## src/hdl/tsc_regs.vh

```
`ifndef TSC_REGS_VH
`define TSC_REGS_VH
// =========================================================
// target addresses and general call
`define TSC_ADDR_A 7'h44
`define TSC_ADDR_B 7'h45
`define TSC_ADDR_C 7'h46
`define TSC_GCALL_ADDR 7'h00
`define TSC_GCALL_RESET 8'h06
// =========================================================
// command bytes
`define TSC_CMD_MEAS_HI 8'hFD
`define TSC_CMD_MEAS_MED 8'hF6
`define TSC_CMD_MEAS_LO 8'hF0
`define TSC_CMD_SERIAL 8'h89
`define TSC_CMD_SOFT_RESET 8'h94
// =========================================================
// checksum
`define TSC_CRC_POLY 8'h31
`define TSC_CRC_SEED 8'hFF
`define TSC_CRC_XOROUT 8'h00
// =========================================================
// timing, in microseconds, and clock rate in kHz
`define TSC_CLK_KHZ 20000
`define TSC_MEAS_LO_US 1600
`define TSC_MEAS_MED_US 4500
`define TSC_MEAS_HI_US 8300
`define TSC_SOFT_RESET_RECOVERY_US 1000
// longest times round down
`define TSC_MEAS_LO_CYC ((`TSC_MEAS_LO_US * `TSC_CLK_KHZ) / 1000)
`define TSC_MEAS_MED_CYC ((`TSC_MEAS_MED_US * `TSC_CLK_KHZ) / 1000)
`define TSC_MEAS_HI_CYC ((`TSC_MEAS_HI_US * `TSC_CLK_KHZ) / 1000)
`define TSC_RST_CYC ((`TSC_SOFT_RESET_RECOVERY_US * `TSC_CLK_KHZ) / 1000)
`endif

```

## src/hdl/tsc_crc8.v

```verilog
`default_nettype none
`include "tsc_regs.vh"
// =========================================================
// combinational crc-8 over one 16-bit word, msb first
module tsc_crc8 (
    // data in
    input wire [15:0] word_i,
    // checksum out
    output reg [7:0] crc_o
);
    integer i;
    reg [7:0] c;
    always @* begin
        c = `TSC_CRC_SEED;
        for (i = 15; i >= 0; i = i - 1) begin
            if (c[7] ^ word_i[i]) begin
                c = {c[6:0], 1'b0} ^ `TSC_CRC_POLY;
            end else begin
                c = {c[6:0], 1'b0};
            end
        end
        crc_o = c ^ `TSC_CRC_XOROUT;
    end
endmodule
`default_nettype wire

```

## src/hdl/tsc_otp.v

```verilog
`default_nettype none
`include "tsc_regs.vh"
// =========================================================
// one-time-programmable serial store: read port only
module tsc_otp #(
    // arbitrary neutral value
    parameter [31:0] SERIAL = 32'h1234_5678
) (
    // clock
    input wire core_clk_i,
    // read port
    input wire [1:0] idx_i,
    output reg [7:0] rdata_o
);
    // no write path exists, so no command can alter it
    always @(posedge core_clk_i) begin
        case (idx_i)
            2'h0: rdata_o <= SERIAL[31:24];
            2'h1: rdata_o <= SERIAL[23:16];
            2'h2: rdata_o <= SERIAL[15:8];
            default: rdata_o <= SERIAL[7:0];
        endcase
    end
endmodule
`default_nettype wire

```

## src/hdl/tsc_i2c_target.v

```verilog
`default_nettype none
`include "tsc_regs.vh"
module tsc_i2c_target #(
    parameter [6:0] DEV_ADDR = `TSC_ADDR_A,
    parameter [31:0] MEAS_LO_CYC = `TSC_MEAS_LO_CYC,
    parameter [31:0] MEAS_MED_CYC = `TSC_MEAS_MED_CYC,
    parameter [31:0] MEAS_HI_CYC = `TSC_MEAS_HI_CYC,
    parameter [31:0] RST_CYC = `TSC_RST_CYC
) (
    // clock and reset
    input wire core_clk_i,
    input wire srst_i,
    // i2c pins (open drain)
    input wire scl_i,
    input wire sda_i,
    output reg sda_o,
    output reg sda_oe_o,
    // sensing core
    input wire [15:0] temp_code_i,
    output reg [1:0] meas_mode_o,
    output reg meas_busy_o
);
    // =========================================================
    // pin synchronisers: three flops, change when 2nd and 3rd agree
    reg [2:0] scl_sync_ff;
    reg [2:0] sda_sync_ff;
    reg scl_ff;
    reg sda_ff;
    // filtered levels track the agreed value; edges from them
    wire scl_now = (scl_sync_ff[1] == scl_sync_ff[2]) ?
        scl_sync_ff[2] : scl_ff;
    wire sda_now = (sda_sync_ff[1] == sda_sync_ff[2]) ?
        sda_sync_ff[2] : sda_ff;
    always @(posedge core_clk_i) begin
        if (srst_i) begin
            scl_sync_ff <= 3'h7;
            sda_sync_ff <= 3'h7;
            scl_ff <= 1'b1;
            sda_ff <= 1'b1;
        end else begin
            scl_sync_ff <= {scl_sync_ff[1:0], scl_i};
            sda_sync_ff <= {sda_sync_ff[1:0], sda_i};
            scl_ff <= scl_now;
            sda_ff <= sda_now;
        end
    end
    wire scl_rise = scl_now & ~scl_ff;
    wire scl_fall = ~scl_now & scl_ff;
    // start/stop framing is the controller's, we only detect it
    wire start_det = scl_ff & scl_now & sda_ff & ~sda_now;
    wire stop_det = scl_ff & scl_now & ~sda_ff & sda_now;
    // =========================================================
    // byte engine states
    localparam [2:0] S_IDLE = 3'h0;
    localparam [2:0] S_ADDR = 3'h1;
    localparam [2:0] S_AACK = 3'h2;
    localparam [2:0] S_WR = 3'h3;
    localparam [2:0] S_WACK = 3'h4;
    localparam [2:0] S_RD = 3'h5;
    localparam [2:0] S_RACK = 3'h6;
    // command tracker states
    localparam [1:0] C_IDLE = 2'h0;
    localparam [1:0] C_MEAS = 2'h1;
    localparam [1:0] C_RESET = 2'h2;
    localparam [1:0] C_READY = 2'h3;
    // kind of reply held after a command
    localparam [1:0] R_NONE = 2'h0;
    localparam [1:0] R_TEMP = 2'h1;
    localparam [1:0] R_SER = 2'h2;
    reg [2:0] st_ff;
    reg [2:0] bit_cnt_ff;
    reg [7:0] shift_ff;
    reg is_read_ff;
    reg is_gcall_ff;
    reg [2:0] byte_idx_ff;
    reg [1:0] cst_ff;
    reg [1:0] reply_ff;
    reg [31:0] timer_ff;
    reg [15:0] result_ff;
    reg [1:0] otp_idx_ff;
    wire [7:0] otp_byte;
    wire [7:0] crc_temp;
    wire [7:0] crc_ser0;
    wire [7:0] crc_ser1;
    reg [15:0] ser_w0_ff;
    reg [15:0] ser_w1_ff;
    reg [2:0] ser_load_ff;
    // =========================================================
    // serial store and checksums
    tsc_otp u_otp (
        .core_clk_i(core_clk_i),
        .idx_i(otp_idx_ff),
        .rdata_o(otp_byte)
    );
    tsc_crc8 u_crc_t (
        .word_i(result_ff),
        .crc_o(crc_temp)
    );
    tsc_crc8 u_crc_s0 (
        .word_i(ser_w0_ff),
        .crc_o(crc_ser0)
    );
    tsc_crc8 u_crc_s1 (
        .word_i(ser_w1_ff),
        .crc_o(crc_ser1)
    );
    // =========================================================
    // next byte to send: msb first, crc after each pair
    reg [7:0] tx_byte;
    always @* begin
        tx_byte = 8'hFF;
        if (reply_ff == R_TEMP) begin
            case (byte_idx_ff)
                3'h0: tx_byte = result_ff[15:8];
                3'h1: tx_byte = result_ff[7:0];
                3'h2: tx_byte = crc_temp;
                default: tx_byte = 8'hFF;
            endcase
        end else if (reply_ff == R_SER) begin
            case (byte_idx_ff)
                3'h0: tx_byte = ser_w0_ff[15:8];
                3'h1: tx_byte = ser_w0_ff[7:0];
                3'h2: tx_byte = crc_ser0;
                3'h3: tx_byte = ser_w1_ff[15:8];
                3'h4: tx_byte = ser_w1_ff[7:0];
                3'h5: tx_byte = crc_ser1;
                default: tx_byte = 8'hFF;
            endcase
        end
    end
    wire [7:0] rx_byte = {shift_ff[6:0], sda_now};
    wire addr_me = (shift_ff[7:1] == DEV_ADDR);
    wire addr_gc = (rx_byte[7:1] == `TSC_GCALL_ADDR) & ~rx_byte[0];
    // read header only acked when a reply is ready
    wire rd_ok = (cst_ff == C_READY);
    wire wr_done = (st_ff == S_WR) & scl_rise & (bit_cnt_ff == 3'h7);
    wire do_reset = wr_done & (is_gcall_ff ? (rx_byte == `TSC_GCALL_RESET) :
        (rx_byte == `TSC_CMD_SOFT_RESET));
    // =========================================================
    // bit level engine; timing follows scl so all speed modes work
    always @(posedge core_clk_i) begin
        if (srst_i) begin
            st_ff <= S_IDLE;
            bit_cnt_ff <= 3'h0;
            shift_ff <= 8'h00;
            is_read_ff <= 1'b0;
            is_gcall_ff <= 1'b0;
            byte_idx_ff <= 3'h0;
            sda_o <= 1'b0;
            sda_oe_o <= 1'b0;
        end else if (start_det) begin
            st_ff <= S_ADDR;
            bit_cnt_ff <= 3'h0;
            byte_idx_ff <= 3'h0;
            sda_oe_o <= 1'b0;
        end else if (stop_det) begin
            st_ff <= S_IDLE;
            sda_oe_o <= 1'b0;
        end else begin
            case (st_ff)
                S_ADDR: begin
                    if (scl_rise) begin
                        shift_ff <= rx_byte;
                        bit_cnt_ff <= bit_cnt_ff + 3'h1;
                        if (bit_cnt_ff == 3'h7) begin
                            st_ff <= S_AACK;
                            is_read_ff <= rx_byte[0];
                            is_gcall_ff <= addr_gc;
                        end
                    end
                end
                S_AACK: begin
                    if (scl_fall) begin
                        if (sda_oe_o) begin
                            sda_oe_o <= 1'b0;
                            if (is_read_ff) begin
                                st_ff <= S_RD;
                                sda_oe_o <= ~tx_byte[7];
                                shift_ff <= {tx_byte[6:0], 1'b1};
                            end else begin
                                st_ff <= S_WR;
                            end
                        end else if ((addr_me & ~is_read_ff) | is_gcall_ff
                                | (addr_me & is_read_ff & rd_ok)) begin
                            sda_oe_o <= 1'b1;
                        end else begin
                            st_ff <= S_IDLE;
                        end
                    end
                end
                S_WR: begin
                    if (scl_rise) begin
                        shift_ff <= rx_byte;
                        bit_cnt_ff <= bit_cnt_ff + 3'h1;
                        if (bit_cnt_ff == 3'h7) begin
                            st_ff <= S_WACK;
                        end
                    end
                end
                S_WACK: begin
                    if (scl_fall) begin
                        if (sda_oe_o) begin
                            sda_oe_o <= 1'b0;
                            st_ff <= S_WR;
                        end else begin
                            sda_oe_o <= 1'b1;
                        end
                    end
                end
                S_RD: begin
                    if (scl_fall) begin
                        bit_cnt_ff <= bit_cnt_ff + 3'h1;
                        if (bit_cnt_ff == 3'h7) begin
                            sda_oe_o <= 1'b0;
                            st_ff <= S_RACK;
                            byte_idx_ff <= byte_idx_ff + 3'h1;
                        end else begin
                            sda_oe_o <= ~shift_ff[7];
                            shift_ff <= {shift_ff[6:0], 1'b1};
                        end
                    end
                end
                S_RACK: begin
                    if (scl_rise) begin
                        // nack ends the read, at any byte
                        if (sda_now) begin
                            st_ff <= S_IDLE;
                        end
                    end else if (scl_fall) begin
                        st_ff <= S_RD;
                        sda_oe_o <= ~tx_byte[7];
                        shift_ff <= {tx_byte[6:0], 1'b1};
                    end
                end
                default: st_ff <= S_IDLE;
            endcase
        end
    end
    // =========================================================
    // command tracker: measurement timers and reset recovery
    wire cmd_meas = wr_done & ~is_gcall_ff & (cst_ff != C_RESET) &
        ((rx_byte == `TSC_CMD_MEAS_HI) | (rx_byte == `TSC_CMD_MEAS_MED) |
        (rx_byte == `TSC_CMD_MEAS_LO));
    wire cmd_ser = wr_done & ~is_gcall_ff & (cst_ff != C_RESET) &
        (rx_byte == `TSC_CMD_SERIAL);
    always @(posedge core_clk_i) begin
        if (srst_i) begin
            cst_ff <= C_IDLE;
            reply_ff <= R_NONE;
            meas_mode_o <= 2'h0;
            meas_busy_o <= 1'b0;
            ser_load_ff <= 3'h0;
        end else if (do_reset) begin
            // abandon whatever runs; recovery lasts the full 1 ms
            cst_ff <= C_RESET;
            reply_ff <= R_NONE;
            meas_busy_o <= 1'b0;
            timer_ff <= RST_CYC;
            ser_load_ff <= 3'h0;
        end else if (cmd_meas) begin
            cst_ff <= C_MEAS;
            reply_ff <= R_TEMP;
            meas_busy_o <= 1'b1;
            if (rx_byte == `TSC_CMD_MEAS_HI) begin
                timer_ff <= MEAS_HI_CYC;
                meas_mode_o <= 2'h2;
            end else if (rx_byte == `TSC_CMD_MEAS_MED) begin
                timer_ff <= MEAS_MED_CYC;
                meas_mode_o <= 2'h1;
            end else begin
                timer_ff <= MEAS_LO_CYC;
                meas_mode_o <= 2'h0;
            end
        end else if (cmd_ser) begin
            // serial bytes fetched one per cycle from the store
            cst_ff <= C_MEAS;
            reply_ff <= R_SER;
            timer_ff <= 32'h0000_0006;
            otp_idx_ff <= 2'h0;
            ser_load_ff <= 3'h1;
        end else begin
            if (ser_load_ff != 3'h0) begin
                ser_load_ff <= ser_load_ff + 3'h1;
                otp_idx_ff <= otp_idx_ff + 2'h1;
                case (ser_load_ff)
                    3'h2: ser_w0_ff[15:8] <= otp_byte;
                    3'h3: ser_w0_ff[7:0] <= otp_byte;
                    3'h4: ser_w1_ff[15:8] <= otp_byte;
                    3'h5: ser_w1_ff[7:0] <= otp_byte;
                    3'h1: ser_load_ff <= 3'h2; // store read in flight
                    default: ser_load_ff <= 3'h0;
                endcase
            end
            case (cst_ff)
                C_MEAS: begin
                    if (timer_ff <= 32'h0000_0001) begin
                        cst_ff <= C_READY;
                        meas_busy_o <= 1'b0;
                        if (reply_ff == R_TEMP) begin
                            result_ff <= temp_code_i;
                        end
                    end else begin
                        timer_ff <= timer_ff - 32'h0000_0001;
                    end
                end
                C_RESET: begin
                    if (timer_ff <= 32'h0000_0001) begin
                        cst_ff <= C_IDLE;
                    end else begin
                        timer_ff <= timer_ff - 32'h0000_0001;
                    end
                end
                default: cst_ff <= cst_ff;
            endcase
        end
    end
endmodule
`default_nettype wire

```

## config.mk

```make
export PLATFORM = sky130hd
export DESIGN_NAME = tsc_i2c_target
export DESIGN_NICKNAME = d
export VERILOG_FILES = /design/src/hdl/tsc_crc8.v /design/src/hdl/tsc_otp.v /design/src/hdl/tsc_i2c_target.v
export VERILOG_INCLUDE_DIRS = /design/src /design/src/hdl
export SDC_FILE = /design/constraint.sdc
export NUM_CORES = 1
export LEC_CHECK = 0
export BUFFER_PORTS_ARGS = -buffer_cell sky130_fd_sc_hd__buf_2
export CAP_MARGIN = 25
export CELL_PAD_IN_SITES_DETAIL_PLACEMENT = 1
export CELL_PAD_IN_SITES_GLOBAL_PLACEMENT = 2
export CORE_MARGIN = 1
export CORE_UTILIZATION = 40
export DETAILED_ROUTE_END_ITERATION = 10
export GPL_TIMING_DRIVEN = 1
export PLACE_DENSITY_LB_ADDON = 0.08
export SETUP_SLACK_MARGIN = 0.4
export SYNTH_ARGS = -nofsm -noshare
export SYNTH_HDL_FRONTEND = slang
export SYNTH_SLANG_ARGS = --single-unit
```

## constraint.sdc

```tcl
create_clock -name core_clk_i -period 6 [get_ports core_clk_i]
set_clock_uncertainty 0.05 [all_clocks]
set_input_delay 0.6 -clock core_clk_i [delete_from_list [all_inputs] [get_ports core_clk_i]]
set_output_delay 0.6 -clock core_clk_i [all_outputs]
set_load 0.02 [all_outputs]
```

Yosys cells after proc, flatten, opt, wreduce, memory -nomap -nowiden
Index checks and enable logic that the tools add are counted.

word-level totals
  output and inout bits = 5
  bits in registers = 123

operators by class
  equal/unequal tests = 70
  muxes and demuxes = 121
  bitwise operators = 126
  magnitude comparators = 1
  add/sub/neg operators = 5
  reduce and logical (&&, ||, !) cells = 40

operators by type and width
  kind                                                                     number
  6-bit two-way mux                                                        48
  3-bit inverter                                                           45
  32-bit two-way mux                                                       4
  8-bit two-way mux                                                        10
  3-bit two-way mux                                                        19
  8-bit case mux with 6 select lines                                       1
  4-bit != test (second input constant)                                    11
  8-bit == test (second input constant)                                    5
  1-bit XOR                                                                37
  32-bit by 1-bit <= comparator with 1-bit output (second input constant)  1
  8-bit case mux with 4 select lines                                       1
  32-bit by 1-bit subtractor with 32-bit output (second input constant)    1
  2-bit != test (second input constant)                                    15
  6-bit AND reduction                                                      5
  5-bit != test (second input constant)                                    5
  3-bit == test (second input constant)                                    8
  8-bit case mux with 3 select lines                                       1
  12-bit AND reduction                                                     2
  1-bit two-way mux                                                        22
  7-bit case mux with 3 select lines                                       1
  1-bit bitwise AND                                                        18
  3-bit by 2-bit == test with 1-bit output (second input constant)         6
  18-bit two-way mux                                                       1
  3-bit case mux with 6 select lines                                       1
  other kinds (36)                                                         95

Longest topological paths before layout
Gate-level depths: netlist of the first run.

  depth in word-level cells = 39
  gate-level depth with buffers = 10
  mapped depth without buffers = 10

By module
A second synthesis of the first run with hierarchy kept.

unflattened totals
  cells, all modules = 721
  area total of the unflattened synthesis = 7851.3 µm²

by module, submodules not included
  module          cells an instance  area each (µm²)  seq. area each (µm²)  times used
  tsc_i2c_target  611                6318.6           3223.1                1
  tsc_crc8        30                 436.7            0.0                   3
  tsc_otp         20                 222.7            100.1                 1

Worst setup path after synthesis of the first run
Ideal clock, no wire load.

  path kind = register to register
  from = register scl_ff
  to = register result_ff[0], enable pin
  data required time = 5.514 ns
  library setup time = 0.436 ns
  stages on the path, launching flop included = 10
  arrival time = 3.878 ns
  period minus slack after synthesis = 4.364 ns
  slack = 1.636 ns
  path through = dfxtp_1 maj3_1 ha_1 and3b_1 nand3_1 and3b_1 or2_2 clkbuf_1 nor2_1 nor4b_1

on the way
  longest elaborated chain between the ends = 9

RTL lines
  element                                      RTL line                                    RTL
  start, declared                              tsc_i2c_target.v:27                         reg scl_ff;
  start signal, assigned                       tsc_i2c_target.v:43                         scl_ff <= scl_now;
  1-bit two-way mux *                          tsc_i2c_target.v:30                         wire scl_now = (scl_sync_ff[1] == scl_sync_ff[2]) ?
  net scl_now                                  tsc_i2c_target.v:30
  1-bit bitwise AND *                          tsc_i2c_target.v:47                         wire scl_rise = scl_now & ~scl_ff;
  1-bit bitwise AND * (2 in series)            tsc_i2c_target.v:136                        wire wr_done = (st_ff == S_WR) & scl_rise & (bit_cnt_ff == 3'h7);
  1-bit bitwise AND (2 in series)              tsc_i2c_target.v:241, tsc_i2c_target.v:244
  1-bit bitwise AND, on equally long branches  tsc_i2c_target.v:244, tsc_i2c_target.v:241
  1-bit inverter (no line)                     n/a
  7-bit AND reduction (no line) *              n/a
  end signal, assigned                         tsc_i2c_target.v:300                        result_ff <= temp_code_i;
  end, declared                                tsc_i2c_target.v:79                         reg [15:0] result_ff;

Mark *: on every way through the listed nets, which the timed path passes. The rest lies on a longest branch.
A chain may end at the register's enable or synchronous reset.

Final worst setup path of the first run
  from = register scl_ff
  to = register result_ff[3], enable pin

Same word-level chain as after synthesis.

==> results.json, run 1 <==
{
  "final_cells": 904,
  "num_rows": 46,
  "cts_tree": "built",
  "synthAdderAreaFrac_pct": 5.05,
  "holdCritPathClass": "in2reg",
  "synth_edf_count": 70,
  "dieArea_sq_um": 17000,
  "cts_made_buffers": 17,
  "crit_path_start_kind": "flop",
  "firstDrtPassIters": 4,
  "dr.first_iter.drc_count": 226,
  "fmax_mhz": 299,
  "synth_top_family_by_area": "XOR/XNOR gates",
  "drive_gt1_share_pct": 11.9,
  "dpl_cell_area_sq_um": 6920,
  "grt-ovfl-total": 0,
  "multi_input_comb_area_sq_um": 3440,
  "synth-async-reset-ratio_pct": 0,
  "rsz0062_at_grt": "false",
  "cts_resized": 0,
  "critPathTopFamily": "simple AND/OR/NAND/NOR gates",
  "fin_util_pct": 47.4,
  "setup_viol": 0,
  "crit_path_end_kind": "flop",
  "power.density_nw_per_um2": 260,
  "syn_nets": 697,
  "fill_cells": 1838,
  "critPathMaxFanout": 16,
  "met2_usage_pct": 34.5,
  "place_inst": 870,
  "gp_congestion": 0.783,
  "chipHeight_um": 130,
  "period_share_pct": 55.7,
  "synth_mux_area_share_pct": 1.08,
  "clkLatencyLatePin_ps": 430,
  "yosysWarnings": 0,
  "status": "finished, final reports clean",
  "cpMaxStageDelayCell": "maj3_1",
  "wire_per_inst_um": 18.5,
  "grt_max_degree": 33,
  "use_met1_pct": 28.1,
  "cp.depth": 9,
  "synth.distinct_cells": 66,
  "r2r_cells": 9,
  "track_usage_pct": 21.3,
  "fin_nets": 720,
  "ys_seq_area_share_pct": 45.0,
  "drc_errors": 0,
  "path_cells": "maj3_1 -> ha_1 -> and3b_1 -> nand3_1 -> and3b_1 -> or2_2 -> nor2_1 -> nor4b_2 -> buf_4",
  "synth-xor-area-share_pct": 16.2,
  "total_power_w": 0.00198,
  "core_area_sq_um": 16000,
  "path_buf_inv": 1,
  "min_path_cells": 1,
  "grt_pass1_wl_um": 27200,
  "synth.avg_cell_area_sq_um": 10.1,
  "timing.setup.tns_ps": 0,
  "hold_violations": 0,
  "slew_viol_final": 0,
  "syn-cell-area_sq_um": 6590,
  "postCtsHoldBufs": 0,
  "cap_violations": 0,
  "synthFlopType": "edfxtp_1",
  "vias_per_cell": 5.48,
  "finalInstanceArea_sq_um": 7590,
  "worstSetupPathType": "reg2reg",
  "antenna_left": 0,
  "leakage_nw": 2.68,
  "num_vias": 4950,
  "synth-seq-cells": 113,
  "vdd_drop_max_mv": 0.237,
  "clkTransAtPathRegs_ps": 70,
  "post_cts_buffers": 0,
  "relSlewSlack_pct": 42.7,
  "start_util_pct": 41.2,
  "required_ps": 6060,
  "antenna_cells": 0,
  "antenna_found_initial": 0,
  "gr-max-usage-layer": "met2",
  "arrival_ps": 3400,
  "timing.final.crit_period_ps": 3340,
  "die_w_um": 130,
  "htree_levels": 4,
  "port_buffers": 23,
  "yosys.area_share.simple_pct": 15.5,
  "routed_wirelength_um": 16700,
  "synth_compound_area_share_pct": 14.0,
  "synthCells": 652,
  "clock_sinks": 113,
  "cts_buffer_depth": 2,
  "met3_usage_pct": 3.90,
  "grt_pass1_vias": 5203,
  "clockRootBuffer": "clkbuf_16",
  "cp_slowest_stage_delay_ps": 420,
  "areaGrowthSynthToFinish_pct": 15.2,
  "hpwl_um": 11900,
  "ios": 25,
  "ff_latch_area_sq_um": 2960,
  "worstMarginPinSlew_ps": 859,
  "path_common_cell": "and3b_1"
}
area by class of cell:
class	count	share of cell area [%]
Inverter	30	1.48
Multi-Input combinational cell	485	45.3
Timing Repair Buffer	28	2.28
Clock inverter	15	2.74
Clock buffer	17	5.61
Tap cell	216	3.56
Sequential cell	113	39.1
worst paths after layout:
path                                     to  slack [ps]                 startpoint
setup / recovery     result_ff[3]$_DFFE_PP_        2660          scl_ff$_SDFF_PP1_
hold / removal       result_ff[5]$_DFFE_PP_         290             temp_code_i[5]
setup reg to reg     result_ff[3]$_DFFE_PP_        2660          scl_ff$_SDFF_PP1_
hold reg to reg   sda_sync_ff[1]$_SDFF_PP1_         360  sda_sync_ff[0]$_SDFF_PP1_
Yosys cell counts, types with 15 or more instances:
master    number  area, sq um
edfxtp_1      70         2100
nor2_1        68          255
xnor2_1       62          543
a21oi_1       46          230
dfxtp_1       43          861
nand2_1       37          139
inv_1         30          113
o21ai_0       28          140
xor2_1        26          228
ha_1          25          313
clkbuf_1      20         75.1
nor3_1        18         90.1
nand3_1       15         75.1
report_power, final:
group | internal (W) | switching (W)
combinational | 0.0000192 | 0.0000262
clock | 0.000697 | 0.000389
sequential | 0.000834 | 0.00000937
total | 0.00155 | 0.000425
worst register-to-register path, delay by kind of cell (launching register included):
family	cells	cell delay, ps
adders and majority gates	2	710
buffers and inverters	1	290
DFF	1	340
and+or+nand+nor	6	1620
cell usage in the layout, fill, tap and decap left out, types with 4 or more instances in the layout:
cell type    n
nor4_1      12
a21oi_1     46
xor2_1      26
inv_1       30
nand2_1     37
clkbuf_16   17
buf_2       23
nand3_1     15
and3_1       7
a221o_1      6
ha_1        25
or2_2       11
or3_1        5
nor2_1      68
a22oi_1      6
xnor2_1     62
clkinv_4     4
dfxtp_1     43
o211ai_1     5
mux2i_1      6
a221oi_1     9
buf_4        4
edfxtp_1    70
xnor3_1      7
o21ai_0     28
bufinv_16    4
nand4_1      7
o221ai_1     5
o22ai_1      7
nand2b_1     7
nor3_1      18
clkinvlp_4   4
sequential cells by signal (all words and copies together) (netlist names):
name / cells
otp_idx_ff: 2
is_gcall_ff: 1
result_ff: 16
meas_mode_o: 2
shift_ff: 8
sda_sync_ff: 3
ser_w0_ff: 10
scl_ff: 1
u_otp.rdata_o: 5
scl_sync_ff: 3
ser_load_ff: 3
st_ff: 3
sda_ff: 1
byte_idx_ff: 3
cst_ff: 2
is_read_ff: 1
reply_ff: 2
sda_oe_o: 1
ser_w1_ff: 10
timer_ff: 32
bit_cnt_ff: 3
meas_busy_o: 1
kinds of logic (layout without fill, tap and decap cells):
| kind of cell | after synthesis | count (layout) |
|---|---|---|
| AOI/OAI and AO/OA | 142 | 142 |
| xor gates and xnor gates | 101 | 101 |
| adders and majority gates | 27 | 27 |
| buffers and inverters | 54 | 90 |
| DFF | 113 | 113 |
| muxes | 7 | 7 |
| other | 1 | 1 |
| and+or+nand+nor | 207 | 207 |
routing by layer:
metal / share of wire [%] / wire (um)
met1: 48 / 8110
met2: 47 / 7910
met3: 2.4 / 405
met4: 1.8 / 296
met5: 0 / 0
stage by stage:
stage                     setup WS [ps]  hold WS [ps]
after floorplan                    1640           339
after global placement             2710           345
after detailed placement           2500           349
after CTS                          2440           272
after global routing               2390           279
final                              2660           291
(Power assumes the default switching activity.)
==> run 2: changes to the inputs <==
Clock period 6 ns to 3.16 ns, I/O delays scaled along.
==> results.json, run 2 (synthesis gave the netlist of run 1 again) <==
{
  "status": "finished, final reports clean",
  "cts_buffer_depth": 2,
  "clockRootBuffer": "clkbuf_16",
  "place_inst": 884,
  "switchingPower_w": 0.000851,
  "total_power_w": 0.00374,
  "final_cells": 926,
  "seqPwrFrac_pct": 42.9,
  "p_clk_share_pct": 54.7,
  "port_buffers": 23,
  "clock_sinks": 113,
  "antenna_left": 0,
  "required_ps": 3230,
  "rsz0062_at_grt": "true",
  "grt_pass1_vias": 5261,
  "clkTransAtPathRegs_ps": 60,
  "worstSetupPathType": "reg2reg",
  "crit_path_end_kind": "flop",
  "critPathMaxFanout": 8,
  "drc_errors": 0,
  "track_usage_pct": 21.4,
  "worstMarginPinSlew_ps": 565,
  "routed_wirelength_um": 17000,
  "start_util_pct": 41.2,
  "grt_pass1_wl_um": 27500,
  "p_comb_share_pct": 2.5,
  "largest_reg_flops": 32,
  "firstDrtPassIters": 4,
  "fin_nets": 742,
  "cap_violations": 0,
  "antenna_cells": 0,
  "cpMaxStageDelayCell": "nor4b_4",
  "slew_viol_final": 0,
  "vdd_drop_max_mv": 0.390,
  "grt-ovfl-total": 0,
  "die_w_um": 130,
  "min_path_cells": 1,
  "multi_input_comb_area_sq_um": 3540,
  "timing.final.crit_period_ps": 2740,
  "grt_max_degree": 33,
  "drive_gt1_share_pct": 17.2,
  "whs_ps": 20.4,
  "hpwl_um": 12100,
  "finalInstanceArea_sq_um": 7850,
  "final_common_cell": "edfxtp_1",
  "path_common_cell": "and3b_2",
  "path_cells": "maj3_2 -> ha_4 -> and3b_2 -> nand3_4 -> and3b_2 -> or2_4 -> nor2_4 -> nor4b_4 -> buf_6",
  "r2r_cells": 9,
  "hp-start": "temp_code_i[5]",
  "num_vias": 5033,
  "r2r-start": "scl_ff$_SDFF_PP1_",
  "cts_tree": "built",
  "relSlewSlack_pct": 62.3,
  "final_cell_mix": "70 x edfxtp_1, 67 x nor2_1, 62 x xnor2_1, 45 x a21oi_1, 42 x dfxtp_1",
  "switching_share_pct": 22.8,
  "timing.setup.tns_ps": 0,
  "dr.first_iter.drc_count": 257,
  "areaGrowthSynthToFinish_pct": 19.2,
  "num_rows": 46,
  "r2r-end": "result_ff[11]$_DFFE_PP_",
  "top_register": "timer_ff",
  "htree_levels": 4,
  "setup_viol": 0,
  "vias_per_cell": 5.44,
  "clkLatencyLatePin_ps": 420,
  "largestRegisters": "timer_ff (32), result_ff (16)",
  "r2r_slack_ps": 420,
  "holdCritPathClass": "in2reg",
  "power.density_nw_per_um2": 476,
  "worstHoldEndpoint": "result_ff[5]$_DFFE_PP_",
  "cell_internal_pwr_w": 0.00289,
  "cp_slowest_stage_delay_ps": 350,
  "hold_violations": 0,
  "wire_per_inst_um": 18.4,
  "arrival_ps": 2810,
  "dieArea_sq_um": 17000,
  "gp_congestion": 0.778,
  "fmax_mhz": 365,
  "fill_cells": 1810,
  "leakage_nw": 2.81,
  "ff_latch_area_sq_um": 2960,
  "cts_made_buffers": 17,
  "crit_path_start_kind": "flop",
  "dpl_cell_area_sq_um": 7080,
  "core_area_sq_um": 16000,
  "antenna_found_initial": 0,
  "period_share_pct": 86.7,
  "ios": 25,
  "chipHeight_um": 130
}
[run 2: cell count changes in the layout (fill, tap and decap cells not counted), moves of 3 or more]
cell,delta
buf_4,+19
inv_6,+5
nor4_1,-4
buf_6,+3
nor3_1,-3
nor3_2,+3
nor4_2,+3
[run 2: critical path, delay by kind of cell, from the launching register on]
family	cells	cell delay, ps
buf+inv	1	210
fa+ha+maj	2	520
flops	1	330
simple gates	6	1320
[run 2: per-layer routing]
layer / wire (um) / GRT usage (%) / share of wire, % / vias up
li1: - / - / - / 2467
met1: 8030 / 28.0 / 47 / 2493
met2: 8340 / 36.1 / 49 / 56
met3: 485 / 4.18 / 2.8 / 17
met4: 194 / 5.75 / 1.1 / 0
met5: 0 / 0 / 0 / -
[run 2: power by group through the flow]
| stage | Sequential [W] | Combinational [W] | Clock [W] |
|---|---|---|---|
| floorplan | 0.00163 | 0.0000588 | 0 |
| finish | 0.00160 | 0.0000922 | 0.00204 |
| detailed placement | 0.00163 | 0.0000886 | 0 |
| CTS | 0.00160 | 0.0000899 | 0.00209 |
| global route | 0.00160 | 0.000103 | 0.00214 |
| global placement | 0.00163 | 0.0000849 | 0 |
[run 2: layout make-up]
type / instances / share of cell area (%)
Inverter: 30 / 1.43
Multi-Input combinational cell: 485 / 45.1
Clock inverter: 15 / 2.49
Timing Repair Buffer: 50 / 4.35
Sequential cell: 113 / 37.7
Tap cell: 216 / 3.44
Clock buffer: 17 / 5.42
[run 2: timing repair]
action | CTS | global route
gates resized for setup | 5 | 14
endpoints found under the setup margin | 17 | 74
hold buffers | 0 | 0
buffers inserted | 0 | 9
cloned | 0 | 1
pin swaps | 0 | 6
[run 2: how the worst max path moves through the flow]
stage	from	cells after the start	slack, ps	end
after floorplan	scl_ff$_SDFF_PP1_	9	250	result_ff[0]$_DFFE_PP_
after global placement	timer_ff[24]$_SDFFCE_PP0P_	7	300	result_ff[11]$_DFFE_PP_
after CTS	scl_ff$_SDFF_PP1_	9	390	result_ff[11]$_DFFE_PP_
final	scl_ff$_SDFF_PP1_	9	420	result_ff[11]$_DFFE_PP_
after detailed placement	timer_ff[24]$_SDFFCE_PP0P_	7	200	result_ff[11]$_DFFE_PP_
after global routing	scl_ff$_SDFF_PP1_	9	320	result_ff[3]$_DFFE_PP_
[run 2: per-stage QoR]
| stage | utilization (%) | setup slack [ps] |
|---|---|---|
| 6_report | 49.1 | 420 |
| 5_1_grt | 49.1 | 319 |
| 4_1_cts | 48.3 | 389 |
| 3_5_place_dp | 44.2 | 203 |
| 3_3_place_gp | 44.2 | 304 |
| 2_1_floorplan | - | 246 |
==> run 3: changes to the inputs <==
--- a/config.mk
+++ b/config.mk
@@ -12,9 +12,10 @@
 export CELL_PAD_IN_SITES_GLOBAL_PLACEMENT = 2
 export CORE_MARGIN = 1
-export CORE_UTILIZATION = 40
+export CORE_UTILIZATION = 41
 export DETAILED_ROUTE_END_ITERATION = 10
 export GPL_TIMING_DRIVEN = 1
 export PLACE_DENSITY_LB_ADDON = 0.08
 export SETUP_SLACK_MARGIN = 0.4
+export SLEW_MARGIN = 15
 export SYNTH_ARGS = -nofsm -noshare
 export SYNTH_HDL_FRONTEND = slang
--- a/constraint.sdc
+++ b/constraint.sdc
@@ -3,3 +3,3 @@
 set_input_delay 0.316 -clock core_clk_i [delete_from_list [all_inputs] [get_ports core_clk_i]]
 set_output_delay 0.316 -clock core_clk_i [all_outputs]
-set_load 0.02 [all_outputs]
+set_load 0.05 [all_outputs]
==> results.json, run 3 (synthesis gave the netlist of run 1 again) <==
{
  "hpwl_um": 12400,
  "path_cells": "maj3_2 -> ha_4 -> and3b_1 -> nand3_2 -> and3b_2 -> or2_4 -> nor2_4 -> nor4b_4 -> buf_6",
  "p_comb_share_pct": 2.6,
  "core_area_sq_um": 15400,
  "num_rows": 45,
  "leakage_nw": 2.79,
  "slew_viol_final": 0,
  "r2r_cells": 9,
  "die_w_um": 129,
  "switching_share_pct": 23.8,
  "cp_slowest_stage_delay_ps": 360,
  "gp_congestion": 0.816,
  "cts_made_buffers": 17,
  "postCtsHoldBufs": 0,
  "cts_tree": "built",
  "hold_violations": 0,
  "htree_levels": 4,
  "ios": 25,
  "num_vias": 5112,
  "clock_sinks": 113,
  "arrival_ps": 2770,
  "clockRootBuffer": "clkbuf_16",
  "vias_per_cell": 5.55,
  "r2r_slack_ps": 470,
  "wire_per_inst_um": 18.7,
  "ff_latch_area_sq_um": 2960,
  "fin_nets": 742,
  "crit_path_start_kind": "flop",
  "firstDrtPassIters": 5,
  "r2r-end": "result_ff[0]$_DFFE_PP_",
  "grt_max_degree": 33,
  "crit_path_end_kind": "flop",
  "worstSetupPathType": "reg2reg",
  "r2r-start": "scl_ff$_SDFF_PP1_",
  "top_register": "timer_ff",
  "grt_pass1_vias": 5334,
  "start_util_pct": 42.7,
  "relSlewSlack_pct": 63.9,
  "setup_viol": 0,
  "final_cells": 921,
  "chipHeight_um": 129,
  "whs_ps": 17.5,
  "antenna_left": 0,
  "place_inst": 884,
  "fill_cells": 1726,
  "cell_internal_pwr_w": 0.00273,
  "critPathMaxFanout": 8,
  "power.density_nw_per_um2": 461,
  "worstMarginPinSlew_ps": 542,
  "required_ps": 3240,
  "timing.final.crit_period_ps": 2690,
  "multi_input_comb_area_sq_um": 3520,
  "dr.first_iter.drc_count": 221,
  "final_cell_mix": "70 x edfxtp_1, 67 x nor2_1, 62 x xnor2_1, 46 x a21oi_1, 42 x dfxtp_1",
  "track_usage_pct": 22.3,
  "seqPwrFrac_pct": 44.7,
  "timing.setup.tns_ps": 0,
  "cap_violations": 0,
  "grt-ovfl-total": 0,
  "clkTransAtPathRegs_ps": 60,
  "drc_errors": 0,
  "holdCritPathClass": "in2reg",
  "areaGrowthSynthToFinish_pct": 18.0,
  "largest_reg_flops": 32,
  "p_clk_share_pct": 52.6,
  "crit_start": "scl_ff$_SDFF_PP1_",
  "grt_pass1_wl_um": 28000,
  "switchingPower_w": 0.000853,
  "total_power_w": 0.00358,
  "crit_end": "result_ff[0]$_DFFE_PP_",
  "cts_buffer_depth": 2,
  "routed_wirelength_um": 17200,
  "status": "finished, final reports clean",
  "antenna_cells": 0,
  "vdd_drop_max_mv": 0.372,
  "period_share_pct": 85.0,
  "clkLatencyLatePin_ps": 430,
  "dieArea_sq_um": 16600,
  "cpMaxStageDelayCell": "maj3_2",
  "antenna_found_initial": 0,
  "port_buffers": 23,
  "largestRegisters": "timer_ff (32), result_ff (16)",
  "fmax_mhz": 372,
  "rsz0062_at_grt": "false",
  "final_common_cell": "edfxtp_1",
  "drive_gt1_share_pct": 16.3
}
[run 3: repair_timing]
action | CTS | global route
resized for setup | 6 | 5
pin swaps | 2 | 6
setup buffers | 2 | 2
setup endpoints to repair | 16 | 27
gates cloned | 1 | 0
[run 3: metal layers]
metal | share of wire (%) | GRT usage, % | vias to the layer above | routed length (um)
li1 | - | - | 2470 | -
met1 | 47 | 28.5 | 2542 | 8130
met2 | 48 | 37.0 | 76 | 8280
met3 | 3.0 | 4.74 | 24 | 522
met4 | 1.7 | 8.44 | 0 | 301
met5 | 0 | 0 | - | 0
[run 3: worst min path at each step]
stage	from	to	slack (ps)	depth (start not counted)
5_1_grt	temp_code_i[5]	result_ff[5]$_DFFE_PP_	1	1
3_5_place_dp	sda_sync_ff[0]$_SDFF_PP1_	sda_sync_ff[1]$_SDFF_PP1_	350	1
4_1_cts	temp_code_i[13]	result_ff[13]$_DFFE_PP_	2	1
2_1_floorplan	scl_sync_ff[0]$_SDFF_PP1_	scl_sync_ff[1]$_SDFF_PP1_	340	1
6_report	temp_code_i[5]	result_ff[5]$_DFFE_PP_	20	1
3_3_place_gp	sda_sync_ff[0]$_SDFF_PP1_	sda_sync_ff[1]$_SDFF_PP1_	350	1
[run 3: cell type report]
cell class                      instances  share of cell area, %
Inverter                               30                   1.45
Clock buffer                           17                   5.47
Sequential cell                       113                   38.1
Timing Repair Buffer                   50                   4.39
Multi-Input combinational cell        485                   45.2
Clock inverter                         15                   1.92
Tap cell                              211                   3.40
[run 3: power by group through the flow]
stage                     clock (W)  sequential, W  combinational [W]
final                       0.00188        0.00160          0.0000948
after global placement            0        0.00163          0.0000882
after CTS                   0.00193        0.00160          0.0000938
after floorplan                   0        0.00163          0.0000604
after detailed placement          0        0.00163          0.0000916
after global routing        0.00198        0.00160           0.000105
[run 3: through the flow]
step	cell area (sq um)	setup WS, ps	utilization, %
finish	7770	473	50.4
CTS	7730	417	50.1
floorplan	6660	246	-
detailed placement	7110	261	46.1
global route	7770	374	50.4
global placement	7110	359	46.1
[run 3: worst max-delay path, delay by kind of cell (launching register included)]
kind	cells	cell delay (ps)
AND/OR/NAND/NOR	6	1250
adder cells (fa/ha/maj)	2	560
flip-flops	1	330
buffers and inverters	1	210
